### src/shared/soc_pkg.sv
`default_nettype none
package soc_pkg;
    // special stream numbers
    localparam logic [15:0] SID_NOSTREAM = 16'h0000;
    localparam logic [15:0] SID_PRIME = 16'hFFFF;
    localparam logic [4:0] SEQ_MAX = 5'h1F;
    localparam logic [4:0] SEQ_ZERO = 5'h00;
    localparam logic [4:0] SEQ_ONE = 5'h01;
    localparam logic [4:0] NUMP_ZERO = 5'h00;
    localparam logic [4:0] NUMP_ONE = 5'h01;
    localparam logic [15:0] LEN_ZERO = 16'h0000;
    localparam logic [15:0] SETUP_LEN = 16'h0008;
    localparam logic DIR_CTRL = 1'b0;
    // ------------------------------------------------------------
    // register map
    // ------------------------------------------------------------
    localparam logic [7:0] REG_CTRL = 8'h00;
    localparam logic [7:0] REG_SSEL = 8'h04;
    localparam logic [7:0] REG_BUF = 8'h08;
    localparam logic [7:0] REG_EPSZ = 8'h0C;
    localparam logic [7:0] REG_STAT = 8'h10;
    localparam int CTRL_START = 0;
    localparam int CTRL_ABORT = 1;
    localparam int CTRL_ACCEPT = 2;
    localparam int CTRL_HOLD = 3;
    localparam int CTRL_RES_LO = 4;
    localparam int CTRL_READY = 6;
    localparam logic [31:0] CTRL_RESET = 32'h0000_0000;
    localparam logic [1:0] RES_OK = 2'h0;
    localparam logic [1:0] RES_ERR = 2'h1;
    localparam logic [1:0] RES_BUSY = 2'h2;
    typedef enum logic [2:0] {PK_ACK, PK_NRDY, PK_ERDY, PK_STALL, PK_STATUS, PK_DP} soc_pkt_t;
    typedef struct packed {
        logic vld;
        soc_pkt_t kind;
        logic toCtrl;
        logic [15:0] streamId;
        logic pp;
        logic setup;
        logic deferred;
        logic hubDefer;
        logic err;
        logic [15:0] len;
        logic [4:0] seq;
        logic dirIn;
        logic [15:0] wLength;
    } soc_rx_t;
    typedef struct packed {
        logic vld;
        soc_pkt_t kind;
        logic toCtrl;
        logic [15:0] streamId;
        logic [4:0] numP;
        logic pp;
        logic rty;
        logic [4:0] seq;
        logic dir;
        logic [15:0] len;
    } soc_tx_t;
    function automatic logic [4:0] seqNext(input logic [4:0] s);
        seqNext = (s == SEQ_MAX) ? SEQ_ZERO : s + SEQ_ONE;
    endfunction : seqNext
endpackage : soc_pkg
`default_nettype wire

### src/soc_apb_regs.sv
`default_nettype none
module soc_apb_regs (
    input wire logic mclk,
    input wire logic nrst,
    input wire logic psel,
    input wire logic penable,
    input wire logic pwrite,
    input wire logic [7:0] paddr,
    input wire logic [31:0] pwdata,
    output logic [31:0] prdata,
    output logic pready,
    output logic pslverr,
    input wire logic [31:0] statusWord,
    output logic [31:0] ctrlQ,
    output logic [15:0] ssel,
    output logic [15:0] bufSpace,
    output logic [15:0] epSize,
    output logic startPulse,
    output logic abortPulse
);
    logic [31:0] ctrl_q;
    logic [15:0] ssel_q, buf_q, epsz_q;
    logic [31:0] rdata_d;
    logic hit;
    logic wrTake;
    assign wrTake = psel & penable & pready & pwrite & ~pslverr;
    assign hit = (paddr == soc_pkg::REG_CTRL) | (paddr == soc_pkg::REG_SSEL) |
        (paddr == soc_pkg::REG_BUF) | (paddr == soc_pkg::REG_EPSZ) |
        (paddr == soc_pkg::REG_STAT);
    assign rdata_d = (paddr == soc_pkg::REG_CTRL) ? ctrl_q :
        (paddr == soc_pkg::REG_SSEL) ? {16'h0000, ssel_q} :
        (paddr == soc_pkg::REG_BUF) ? {16'h0000, buf_q} :
        (paddr == soc_pkg::REG_EPSZ) ? {16'h0000, epsz_q} :
        (paddr == soc_pkg::REG_STAT) ? statusWord : 32'h0000_0000;
    assign ctrlQ = ctrl_q;
    assign ssel = ssel_q;
    assign bufSpace = buf_q;
    assign epSize = epsz_q;
    // answer in the access cycle right after setup
    always_ff @(posedge mclk or negedge nrst)
    begin
        if (!nrst)
        begin
            pready <= 1'b0;
            pslverr <= 1'b0;
            prdata <= 32'h0000_0000;
        end
        else
        begin
            pready <= psel & ~penable;
            pslverr <= psel & ~penable & ~hit;
            prdata <= (psel & ~penable & ~pwrite) ? rdata_d : 32'h0000_0000;
        end
    end
    always_ff @(posedge mclk or negedge nrst)
    begin
        if (!nrst)
        begin
            ctrl_q <= soc_pkg::CTRL_RESET;
            ssel_q <= 16'h0000;
            buf_q <= 16'h0000;
            epsz_q <= 16'h0000;
            startPulse <= 1'b0;
            abortPulse <= 1'b0;
        end
        else
        begin
            startPulse <= wrTake & (paddr == soc_pkg::REG_CTRL) & pwdata[soc_pkg::CTRL_START];
            abortPulse <= wrTake & (paddr == soc_pkg::REG_CTRL) & pwdata[soc_pkg::CTRL_ABORT];
            if (wrTake && paddr == soc_pkg::REG_CTRL)
                ctrl_q <= pwdata & 32'h0000_007C;
            if (wrTake && paddr == soc_pkg::REG_SSEL)
                ssel_q <= pwdata[15:0];
            if (wrTake && paddr == soc_pkg::REG_BUF)
                buf_q <= pwdata[15:0];
            if (wrTake && paddr == soc_pkg::REG_EPSZ)
                epsz_q <= pwdata[15:0];
        end
    end
endmodule : soc_apb_regs
`default_nettype wire

### src/soc_ctl_ep.sv
`default_nettype none
module soc_ctl_ep #(
    parameter logic [15:0] MAX_PKT = 16'h0200
) (
    input wire logic mclk,
    input wire logic nrst,
    input wire logic cfg,
    input wire soc_pkg::soc_rx_t rx,
    input wire logic hold,
    input wire logic ready,
    input wire logic [1:0] result,
    input wire logic gnt,
    output soc_pkg::soc_tx_t txReq,
    output logic [2:0] stateCode
);
    typedef enum logic [1:0] {C_IDLE, C_DATA, C_STATUS, C_STALL} soc_cst_t;
    soc_cst_t st_q;
    soc_pkg::soc_tx_t tx_q;
    logic [15:0] remain_q;
    logic dirIn_q, erdyPend_q, shortSent_q;
    logic [4:0] seq_q;
    logic isSetup, isAccess, dataOver;
    logic [15:0] inLen;
    soc_cst_t stSel;
    assign isSetup = rx.vld & rx.toCtrl & (rx.kind == soc_pkg::PK_DP) & rx.setup &
        (rx.len == soc_pkg::SETUP_LEN) & (rx.seq == soc_pkg::SEQ_ZERO);
    assign isAccess = rx.vld & rx.toCtrl & ~isSetup;
    // a status tp ends the data stage and gets the status reply
    assign stSel = (st_q == C_DATA && rx.kind == soc_pkg::PK_STATUS) ? C_STATUS : st_q;
    assign inLen = (remain_q > MAX_PKT) ? MAX_PKT : remain_q;
    assign dataOver = dirIn_q ? shortSent_q : (rx.len > remain_q);
    assign stateCode = {1'b0, st_q};
    assign txReq = tx_q;
    function automatic soc_pkg::soc_tx_t mk(input soc_pkg::soc_pkt_t k, input logic [4:0] s,
        input logic [15:0] l);
        mk = '0;
        mk.vld = 1'b1;
        mk.kind = k;
        mk.toCtrl = 1'b1;
        mk.dir = soc_pkg::DIR_CTRL;
        mk.numP = soc_pkg::NUMP_ZERO;
        mk.seq = s;
        mk.len = l;
    endfunction : mk
    always_ff @(posedge mclk or negedge nrst)
    begin
        if (!nrst)
        begin
            st_q <= C_IDLE;
            tx_q <= '0;
            remain_q <= 16'h0000;
            dirIn_q <= 1'b0;
            erdyPend_q <= 1'b0;
            shortSent_q <= 1'b0;
            seq_q <= soc_pkg::SEQ_ZERO;
        end
        else if (cfg)
        begin
            st_q <= C_IDLE;
            tx_q <= '0;
            erdyPend_q <= 1'b0;
        end
        else
        begin
            if (gnt)
                tx_q.vld <= 1'b0;
            if (isSetup)
            begin
                tx_q <= mk(soc_pkg::PK_ACK, soc_pkg::SEQ_ZERO, soc_pkg::LEN_ZERO);
                dirIn_q <= rx.dirIn;
                remain_q <= rx.wLength;
                seq_q <= soc_pkg::SEQ_ZERO;
                shortSent_q <= 1'b0;
                erdyPend_q <= hold;
                st_q <= (rx.wLength == soc_pkg::LEN_ZERO) ? C_STATUS : C_DATA;
            end
            else if (isAccess)
            begin
                case (stSel)
                    C_DATA:
                    begin
                        if (dataOver)
                        begin
                            tx_q <= mk(soc_pkg::PK_STALL, seq_q, soc_pkg::LEN_ZERO);
                            st_q <= C_STALL;
                        end
                        else if (dirIn_q)
                        begin
                            tx_q <= mk(soc_pkg::PK_DP, seq_q, inLen);
                            remain_q <= remain_q - inLen;
                            shortSent_q <= (inLen < MAX_PKT);
                            seq_q <= soc_pkg::seqNext(seq_q);
                        end
                        else
                        begin
                            tx_q <= mk(soc_pkg::PK_ACK, soc_pkg::seqNext(seq_q), soc_pkg::LEN_ZERO);
                            remain_q <= remain_q - rx.len;
                            seq_q <= soc_pkg::seqNext(seq_q);
                        end
                    end
                    C_STATUS:
                    begin
                        st_q <= C_STATUS;
                        if (rx.kind == soc_pkg::PK_STATUS && rx.deferred)
                            erdyPend_q <= 1'b1;
                        else if (result == soc_pkg::RES_BUSY)
                        begin
                            tx_q <= mk(soc_pkg::PK_NRDY, seq_q, soc_pkg::LEN_ZERO);
                            erdyPend_q <= 1'b1;
                        end
                        else if (result == soc_pkg::RES_ERR)
                        begin
                            tx_q <= mk(soc_pkg::PK_STALL, seq_q, soc_pkg::LEN_ZERO);
                            st_q <= C_STALL;
                        end
                        else
                        begin
                            tx_q <= mk(soc_pkg::PK_ACK, seq_q, soc_pkg::LEN_ZERO);
                            st_q <= C_IDLE;
                        end
                    end
                    C_STALL:
                        tx_q <= mk(soc_pkg::PK_STALL, seq_q, soc_pkg::LEN_ZERO);
                    default:
                        tx_q <= mk(soc_pkg::PK_STALL, seq_q, soc_pkg::LEN_ZERO);
                endcase
            end
            else if (erdyPend_q && !tx_q.vld && ready && result != soc_pkg::RES_BUSY)
            begin
                tx_q <= mk(soc_pkg::PK_ERDY, seq_q, soc_pkg::LEN_ZERO);
                erdyPend_q <= 1'b0;
            end
        end
    end
endmodule : soc_ctl_ep
`default_nettype wire

### src/soc_stream_out.sv
`default_nettype none
module soc_stream_out #(
    parameter logic [4:0] NUMP_OUT = 5'h01,
    parameter logic [15:0] CTL_MAX_PKT = 16'h0200
) (
    input wire logic mclk,
    input wire logic nrst,
    input wire logic cfg,
    input wire logic psel,
    input wire logic penable,
    input wire logic pwrite,
    input wire logic [7:0] paddr,
    input wire logic [31:0] pwdata,
    output logic [31:0] prdata,
    output logic pready,
    output logic pslverr,
    input wire soc_pkg::soc_rx_t rxPkt,
    output soc_pkg::soc_tx_t txPkt
);
    // ------------------------------------------------------------
    // state and wires
    // ------------------------------------------------------------
    typedef enum logic [3:0] {
        S_DIS, S_IDLE, S_START, S_START_END, S_PRIME_ACK, S_DEV, S_HOST_TERM,
        S_HOST, S_RETRY, S_ABORT, S_ERDY_START, S_ERDY_ACC
    } soc_sst_t;
    soc_sst_t st_q, st_d;
    logic [15:0] cStream_q, cStream_d;
    logic [4:0] seq_q, seq_d;
    logic startPend_q, abortPend_q;
    soc_pkg::soc_tx_t tx_q, sTx, cTx;
    logic [31:0] ctrlQ, statusWord;
    logic [15:0] ssel, bufSpace, epSize;
    logic startPulse, abortPulse;
    logic [2:0] ctlState;
    logic cGnt, sGnt, sSend;
    logic isDp, isPrime, isNoStream, isRejectDp, moveDp, inMove;

    soc_apb_regs u_regs (
        .mclk(mclk),
        .nrst(nrst),
        .psel(psel),
        .penable(penable),
        .pwrite(pwrite),
        .paddr(paddr),
        .pwdata(pwdata),
        .prdata(prdata),
        .pready(pready),
        .pslverr(pslverr),
        .statusWord(statusWord),
        .ctrlQ(ctrlQ),
        .ssel(ssel),
        .bufSpace(bufSpace),
        .epSize(epSize),
        .startPulse(startPulse),
        .abortPulse(abortPulse)
    );

    soc_ctl_ep #(
        .MAX_PKT(CTL_MAX_PKT)
    ) u_ctl (
        .mclk(mclk),
        .nrst(nrst),
        .cfg(cfg),
        .rx(rxPkt),
        .hold(ctrlQ[soc_pkg::CTRL_HOLD]),
        .ready(ctrlQ[soc_pkg::CTRL_READY]),
        .result(ctrlQ[soc_pkg::CTRL_RES_LO +: 2]),
        .gnt(cGnt),
        .txReq(cTx),
        .stateCode(ctlState)
    );

    assign statusWord = {9'h000, ctlState, st_q, cStream_q};

    // ------------------------------------------------------------
    // receive decode
    // ------------------------------------------------------------
    assign isDp = rxPkt.vld & ~rxPkt.toCtrl & (rxPkt.kind == soc_pkg::PK_DP);
    assign isPrime = rxPkt.streamId == soc_pkg::SID_PRIME;
    assign isNoStream = rxPkt.streamId == soc_pkg::SID_NOSTREAM;
    assign isRejectDp = isDp & isNoStream & ~rxPkt.pp & (rxPkt.len == soc_pkg::LEN_ZERO);
    assign moveDp = isDp & ~isPrime & ~isNoStream;
    assign inMove = (st_q == S_HOST) | (st_q == S_DEV) | (st_q == S_HOST_TERM);

    // ------------------------------------------------------------
    // transmit select, control end first
    // ------------------------------------------------------------
    assign cGnt = cTx.vld & ~tx_q.vld;
    assign sGnt = sSend & ~cTx.vld & ~tx_q.vld;

    always_comb
    begin
        sTx = '0;
        sTx.vld = 1'b1;
        sTx.streamId = cStream_q;
        sTx.kind = soc_pkg::PK_ACK;
        sTx.seq = seq_q;
        sTx.numP = soc_pkg::NUMP_ZERO;
        sSend = 1'b1;
        case (st_q)
            S_START_END:
            begin
                sTx.kind = soc_pkg::PK_NRDY;
                sTx.streamId = soc_pkg::SID_NOSTREAM;
            end
            S_PRIME_ACK:
            begin
                sTx.kind = soc_pkg::PK_NRDY;
                sTx.streamId = soc_pkg::SID_PRIME;
            end
            S_DEV:
            begin
                if (bufSpace >= epSize)
                    sTx.numP = NUMP_OUT;
            end
            S_RETRY:
            begin
                sTx.numP = NUMP_OUT;
                sTx.rty = 1'b1;
            end
            S_ABORT, S_ERDY_ACC, S_ERDY_START:
            begin
                sTx.kind = (st_q == S_ABORT) ? soc_pkg::PK_NRDY : soc_pkg::PK_ERDY;
                sTx.numP = (st_q == S_ERDY_START) ? NUMP_OUT : soc_pkg::NUMP_ZERO;
            end
            S_HOST_TERM:
                sTx.numP = soc_pkg::NUMP_ZERO;
            default:
            begin
                sTx.vld = 1'b0;
                sSend = 1'b0;
            end
        endcase
    end

    // ------------------------------------------------------------
    // stream state machine
    // ------------------------------------------------------------
    always_comb
    begin
        st_d = st_q;
        cStream_d = cStream_q;
        seq_d = seq_q;
        case (st_q)
            S_DIS:
            begin
                if (isDp && isPrime)
                    st_d = rxPkt.hubDefer ? S_IDLE : S_PRIME_ACK;
            end
            S_IDLE, S_START, S_HOST:
            begin
                if (isDp && isPrime && st_q != S_HOST)
                    st_d = rxPkt.hubDefer ? S_IDLE : S_PRIME_ACK;
                else if (st_q == S_START && isRejectDp)
                    st_d = S_START_END;
                else if (moveDp)
                begin
                    cStream_d = rxPkt.streamId;
                    if (rxPkt.hubDefer)
                        st_d = ctrlQ[soc_pkg::CTRL_ACCEPT] ? S_ERDY_ACC : S_IDLE;
                    else if (abortPend_q)
                        st_d = S_ABORT;
                    else if (rxPkt.err)
                        st_d = S_RETRY;
                    else
                    begin
                        seq_d = soc_pkg::seqNext(seq_q);
                        st_d = rxPkt.pp ? S_DEV : S_HOST_TERM;
                    end
                end
                else if (st_q == S_HOST && abortPend_q)
                    st_d = S_ABORT;
                else if (st_q == S_IDLE && startPend_q)
                begin
                    cStream_d = ssel;
                    st_d = S_ERDY_START;
                end
            end
            S_DEV:
            begin
                if (sGnt)
                    st_d = abortPend_q ? S_ABORT : (bufSpace >= epSize) ? S_HOST : S_IDLE;
            end
            S_RETRY:
            begin
                if (sGnt)
                    st_d = S_HOST;
            end
            S_ERDY_START:
            begin
                if (sGnt)
                    st_d = S_START;
            end
            S_START_END, S_PRIME_ACK, S_ABORT, S_ERDY_ACC, S_HOST_TERM:
            begin
                if (sGnt)
                    st_d = S_IDLE;
            end
            default:
                st_d = S_DIS;
        endcase
    end

    always_ff @(posedge mclk or negedge nrst)
    begin
        if (!nrst)
        begin
            st_q <= S_DIS;
            cStream_q <= soc_pkg::SID_NOSTREAM;
            seq_q <= soc_pkg::SEQ_ZERO;
        end
        else if (cfg)
        begin
            st_q <= S_DIS;
            cStream_q <= soc_pkg::SID_NOSTREAM;
            seq_q <= soc_pkg::SEQ_ZERO;
        end
        else
        begin
            st_q <= st_d;
            cStream_q <= cStream_d;
            seq_q <= seq_d;
        end
    end

    // pending software requests, a new request wins over consumption
    always_ff @(posedge mclk or negedge nrst)
    begin
        if (!nrst)
        begin
            startPend_q <= 1'b0;
            abortPend_q <= 1'b0;
        end
        else
        begin
            startPend_q <= startPulse | (startPend_q & ~(st_d == S_ERDY_START) & ~cfg);
            abortPend_q <= abortPulse | (abortPend_q & ~(st_q == S_ABORT) & inMoveOrIdle());
        end
    end

    function automatic logic inMoveOrIdle();
        inMoveOrIdle = ~cfg & (inMove | (st_q == S_IDLE) | (st_q == S_START));
    endfunction : inMoveOrIdle

    // ------------------------------------------------------------
    // output register
    // ------------------------------------------------------------
    always_ff @(posedge mclk or negedge nrst)
    begin
        if (!nrst)
            tx_q <= '0;
        else if (cGnt)
            tx_q <= cTx;
        else if (sGnt)
            tx_q <= sTx;
        else
            tx_q <= '0;
    end

    assign txPkt = tx_q;
endmodule : soc_stream_out
`default_nettype wire

### config.mk
export PLATFORM = sky130hd
export DESIGN_NAME = soc_stream_out
export DESIGN_NICKNAME = d
export VERILOG_FILES = /design/src/shared/soc_pkg.sv /design/src/soc_apb_regs.sv /design/src/soc_ctl_ep.sv /design/src/soc_stream_out.sv
export SDC_FILE = /design/constraint.sdc
export NUM_CORES = 1
export LEC_CHECK = 0
export ABC_AREA = 1
export BUFFER_PORTS_ARGS = -buffer_cell sky130_fd_sc_hd__buf_4
export CAP_MARGIN = 20
export CORE_MARGIN = 2
export CORE_UTILIZATION = 50
export CTS_BUF_LIST = sky130_fd_sc_hd__clkbuf_4 sky130_fd_sc_hd__clkbuf_8
export CTS_CLUSTER_DIAMETER = 150
export DETAILED_ROUTE_END_ITERATION = 16
export PLACE_DENSITY = 0.87
export SLEW_MARGIN = 10
export SYNTH_ARGS = -nofsm -noshare
export SYNTH_HDL_FRONTEND = slang
export SYNTH_SLANG_ARGS = --single-unit
### constraint.sdc
create_clock -name mclk -period 2.2 [get_ports mclk]
set_input_delay 0.44 -clock mclk [delete_from_list [all_inputs] [get_ports mclk]]
set_output_delay 0.44 -clock mclk [all_outputs]
set_load 0.01 [all_outputs]
* Word level (Yosys, flattened, before mapping)
Index checks and enable logic that the tools add are counted.
** Storage, ports and cells
- Register bits after elaboration :: 242
- Bits of input ports :: 110
- Word-level logic and storage cells :: 283
** Operators by class
- $add $sub $neg :: 4
- Magnitude comparators :: 4
- Equal/unequal tests :: 40
- Muxes and demuxes :: 97
- Bitwise operators :: 55
- Reduce and logical (&&, ||, !) cells :: 43
** Operators with widths (count)
- $mux W50 :: 9
- $mux W16 :: 13
- $mux W32 :: 5
- $pmux W50 S2 :: 1
- $mux W5 :: 14
- $mux W4 :: 16
- $mux W49 :: 1
- $logic_not A16 Y1 :: 3
- $mux W48 :: 1
- $pmux W16 S2 :: 1
- $sub A16 B16 Y16 :: 2
- $and A1 B1 Y1 :: 31
- $pmux W4 S6 :: 1
- $mux W2 :: 11
- $mux W22 :: 1
- $eq A4 B4 Y1 const B :: 5
- $mux W1 :: 18
- $eq A16 B16 Y1 const B :: 1
- $eq A16 B4 Y1 const B :: 1
- $eq A4 B3 Y1 const B :: 4
- $eq A8 B4 Y1 const B :: 2
- $ge A16 B16 Y1 :: 1
- $gt A16 B10 Y1 const B :: 1
- $gt A16 B16 Y1 :: 1
- other kinds (38) :: 99

* Depth between registers and ports, before layout
- Word-level depth :: 15
- Depth in mapped cells :: 18
- Gate-level depth less buffers :: 18

* Hierarchy
From an unflattened synthesis, not the netlist that was laid out.
** Unflattened totals
- Cell total of the unflattened synthesis :: 1726
- Area total of the unflattened synthesis :: 12887.4 sq um
** By module, submodules not included
- soc_ctl_ep :: instances 1, cells an instance 687, area an instance 4558.1 sq um
- soc_stream_out :: instances 1, cells an instance 566, area an instance 4272.8 sq um
- soc_apb_regs :: instances 1, cells an instance 473, area an instance 4056.4 sq um

* Least setup slack after synthesis
No wires, ideal clock.
- Kind :: input port to flip-flop
- Start point :: input rxPkt[22] (netlist bit)
- End point :: register u_ctl.shortSent_q
- Library setup time :: 0.120 ns
- Arrival time :: 2.215 ns
- Data required time :: 2.080 ns
- Slack :: -0.136 ns
- Stages :: 15
- Path through :: ha_1 > fa_1 > o21ai_2 > nand3_2 > nand3_2 > nand2_4 > nand2_8 > nor2_4 > inv_2 > nand2_2 > nand2_4 > nand2_8 > buf_6 > o21ai_1 > nand2_1
** On the way
- Word-level cells in the longest chain between the ends :: 7
- Elaborated cells on any way between the ends :: 13
- Classes of those cells :: order compare (1); eq/ne (2); mux (2); bitwise (4); reduce/logical (4)
** RTL lines
- start: declaration :: RTL line soc_stream_out.sv:17 : input wire soc_pkg::soc_rx_t rxPkt,
- parallel branches: the longest is 7 deep, another holds $gt A16 B16 Y1
- end signal: assignment :: RTL line soc_ctl_ep.sv:91 : shortSent_q <= (inLen < MAX_PKT);
- end: declaration :: RTL line soc_ctl_ep.sv:20 : logic dirIn_q, erdyPend_q, shortSent_q;
Several ways; the timed one is not identified.
A chain may end at the register's enable or synchronous reset.

* Worst setup path after layout
- Start point :: register u_ctl.remain_q[0]
- End point :: register u_ctl.seq_q[2]
** On the way
- Word-level cells in the longest chain between the ends :: 4
** RTL lines
- start: declaration :: RTL line soc_ctl_ep.sv:19 : logic [15:0] remain_q;
- start signal: assignment :: RTL line soc_ctl_ep.sv:71 : remain_q <= rx.wLength;
- start signal: assignment :: RTL line soc_ctl_ep.sv:90 : remain_q <= remain_q - inLen;
- start signal: assignment :: RTL line soc_ctl_ep.sv:97 : remain_q <= remain_q - rx.len;
- $gt A16 B16 Y1 :: RTL line soc_ctl_ep.sv:31 : assign dataOver = dirIn_q ? shortSent_q : (rx.len > remain_q);
- $mux W1 :: RTL line soc_ctl_ep.sv:31
- $ne A2 B1 Y1 (no source line)
- $reduce_and A4 Y1 (no source line)
- end signal: assignment :: RTL line soc_ctl_ep.sv:55 : seq_q <= soc_pkg::SEQ_ZERO;
- end signal: assignment :: RTL line soc_ctl_ep.sv:72 : seq_q <= soc_pkg::SEQ_ZERO;
- end signal: assignment :: RTL line soc_ctl_ep.sv:92 : seq_q <= soc_pkg::seqNext(seq_q);
- end: declaration :: RTL line soc_ctl_ep.sv:21 : logic [4:0] seq_q;
No other way between the ends.

==> results.md <==
* Worst Tran Pin Value at ~630 ps
* Max VDD drop at between 0.5 and 0.6 mV
* First-pass GRT wire length at a little under 60 mm
* Antenna cell count at 0
* Slew HR at between 50 and 60%
* Initial core utilization at about half
* HP Class: primary input to flop
* Commonest cells in the netlist: nand2_1 (304), inv_1 (221), dfrtp_1 (202), o21ai_0 (152), nor2_1 (134)
* R2R depth at 15
* Sinks on Clock Net at approximately 200
* Routed Wire Length at about 37 mm
* Top-count cell post-synth: nand2_1
* Hold Crit Depth at 2
* Routed via count at 11800
* Yosys top cell by area: dfrtp_1
* Placed Cells at about 2000
* CTS clk-pin slew, worst paths at ~60 ps
* Yosys reg bits at approximately 200
* Design Power at about 12 mW
* Status: complete, but fails checks
* Setup ws final at -58.9 ps
* Critical Path RT at ~2600 ps
* Fin nets at 1957
* Io pins at approximately 190
* Number of nets with antenna violations after routing at 0
* Fin util at about 66%
* Worst-path fanout max at 8
* Mapped Cells at about 1500
* Root Buffer: clkbuf_8
* Drt via density at approximately 5.6
* Synth top area share at ~44%
* Share of cells above drive strength 1 at 25.7%
* RePlAce Congestion at about 1.0
* Clock latency at the later pin of the worst-skew pair at around 570 ps
* Mapped cell area at about 12000 sq um
* Number of global-route vias before repair at approximately 11000
* Hold Path Sink: u_regs.pready
* Crit share post-route at 103%
* Final Hold Viols at 0
* Failing checks: negative setup slack
* Drc violations at 0
* Number of cell rows at 55
* FF-to-FF End: u_ctl.seq_q[2]
* Cell area after layout at between 15000 and 20000 sq um
* WL per Instance at 17.4 microns
* R2R setup slack at -60 ps
* Grt met1 use at a little under two fifths
* Port bufs at 161
* Post-synth EDFFs at 0
* Met2 Resource Use GR at between 50% and 60%
* Horiz. Die Dim at around 160 microns
* Synth Flop Type: dfrtp_1
* Longest Clk Path Bufs at 3
* Power per cell area at 815 nW/um^2
* Leakage at ~7.7 nW
* Layout Area Growth over Synthesis at 30.3%
* H-tree lvl count at 2
* Pin count of the biggest net entering global routing at 49
* Initial antenna violation count at 0
* GRT Total Usage at a little over 30%
* Detailed Routing Iterations Pass 1 at 6
* Sequential share of the synthesized area at a little over two fifths
* Placed Instance Area at around 14000 sq um
* Clock buffer count from CTS at 35
* Fraction of registers with async set/reset at between 90% and 100%
* CP Launch Type: flop
* Synth area leaders: dfrtp_1 (44%), nand2_1 (9.9%), inv_1 (7.2%)
* CTS tree: done
* Post-synthesis cell type count at 55
* DIE AREA at around 24000 sq um
* DP Worst Slack at -250 ps
* Hold wc startpoint: penable
* Post-Layout Cell Count at 2117
* Synth Warn # at 0
* Die Ht at roughly 160 microns
* Setup crit end kind: flop
* RSZ-0062 raised after global routing: true
* Tmin final at roughly 2300 ps
* Core area at 22600 sq um
* Max-cap violations at 0
* Final HPWL DP at about 28 mm
* Fmax at between 400 and 500 MHz
* Gr busiest metal: met2
* Worst path arrival time at roughly 2700 ps
* Startpoint of the worst register-to-register path: u_ctl.remain_q[0]
* Setup-failing EPs final at 19
* Fin. max-slew vios at 0
* Met3 GRT Util at under 10%
* Mapped Avg Cell Area at ~7.7 sq um
* Skew final at between 40 and 50 ps
* Crit Path Category: flop to flop
* Starting DRT DRC Count at ~1100
* Grt total ovfl at 0
==> layout make-up <==
cell class / count / area [sq um]
timing repair inverter: 1 / 11.3
timing repair buffer: 313 / 2420
fill: 1792 / 7620
multi-input combinational: 1019 / 5510
sequential: 202 / 5060
tap: 285 / 357
clock inverter: 8 / 78.8
inverter: 233 / 887
clock buffer: 56 / 689
==> registers in the layout, indices dropped and copies added, names as in the netlist, 2 cells and up <==
signal           flops
u_ctl.st_q           2
cStream_q           16
st_q                 4
u_regs.epSize       16
u_ctl.seq_q          5
u_regs.bufSpace     16
u_regs.ssel         16
u_ctl.remain_q      16
seq_q                5
u_regs.prdata       22
u_regs.ctrlQ         5
txPkt               44
u_ctl.txReq         26
==> worst max-delay path: stages (launching register included) <==
cell and delay, ps:
dfrtp_1 370, inv_2 60, ha_4 160, fa_2 360
o21ai_2 180, nand3_2 90, nand3_2 110, nand2_4 90
nand2_8 90, nor2_4 40, inv_2 80, nand2_4 70
nand2_8 110, nand2_8 120, inv_12 110, o22ai_2 60
==> worst max path at each step <==
stage                           start                 to  cells after the start
finish              u_ctl.remain_q[0]     u_ctl.seq_q[2]                     15
global route        u_ctl.remain_q[0]    u_ctl.txReq[18]                     16
CTS                 u_ctl.remain_q[0]     u_ctl.seq_q[2]                     15
detailed placement          rxPkt[22]  u_ctl.remain_q[0]                     15
global placement            rxPkt[22]  u_ctl.remain_q[1]                     15
floorplan                   rxPkt[22]  u_ctl.shortSent_q                     15
==> power breakdown <==
group / switching (mW) / internal [mW] / leakage [nW] / total (mW)
Clock: 1.61 / 2.13 / 0.414 / 3.74
Sequential: 0.225 / 3.93 / 2.77 / 4.16
Combinational: 2.50 / 1.84 / 4.52 / 4.34
==> cells in the final DEF (no fill, tap or decap), types with 7 or more instances in the layout <==
| cell | netlist | final |
|---|---|---|
| nor2_2 | 10 | 11 |
| nand4_1 | 22 | 22 |
| clkbuf_8 | 0 | 44 |
| nand2_4 | 2 | 7 |
| xor2_1 | 7 | 7 |
| buf_4 | 22 | 303 |
| o21ai_0 | 152 | 146 |
| nand2_1 | 304 | 292 |
| nor2_1 | 134 | 132 |
| o221ai_1 | 12 | 12 |
| nor4_1 | 9 | 9 |
| o22ai_1 | 12 | 11 |
| dfrtp_1 | 202 | 199 |
| nor3_1 | 22 | 22 |
| nand3_1 | 80 | 78 |
| conb_1 | 2 | 17 |
| ha_1 | 41 | 37 |
| inv_1 | 221 | 219 |
| a211oi_1 | 9 | 9 |
| nand2_2 | 6 | 14 |
| inv_2 | 10 | 12 |
| a21oi_1 | 80 | 77 |
| nand3_2 | 6 | 8 |
| clkbuf_4 | 0 | 13 |
| o21ai_1 | 18 | 22 |
| o211ai_1 | 16 | 16 |
==> through the flow <==
stage / TNS, ps / hold WS (ps)
after global placement: -5240 / 427
after global routing: -3380 / 82.1
final: -774 / 92.9
after floorplan: -33.5 / 144
after CTS: 0 / 78.9
after detailed placement: -7540 / 434
==> per-layer routing <==
metal / vias up / routed length (microns)
met5: - / 0
met1: 5502 / 14500
met3: 160 / 3080
li1: 5525 / -
met4: 0 / 2250
met2: 637 / 17100
==> kinds of logic (layout without fill, tap and decap cells) <==
logic type                 after synthesis  count (layout)  share of synthesized area, %
DFF                                    202             202                          43.9
adders and majority gates               42              42                          4.63
buffers and inverters                  290             611                          10.5
and+or+nand+nor                        615             617                          23.6
other                                    2              17                        0.0652
AOI/OAI and AO/OA                      334             334                          16.7
xor gates and xnor gates                 9               9                         0.684
==> what timing repair did <==
item                                   4_1_cts  5_1_grt
gates resized for setup                     12       37
setup endpoints to repair                   19       56
hold buffers                                 1        0
gates cloned                                 3        0
pin swaps                                    1       12
endpoints found under the hold margin       40        0
buffers inserted                             1        5
(Power assumes the default switching activity.)
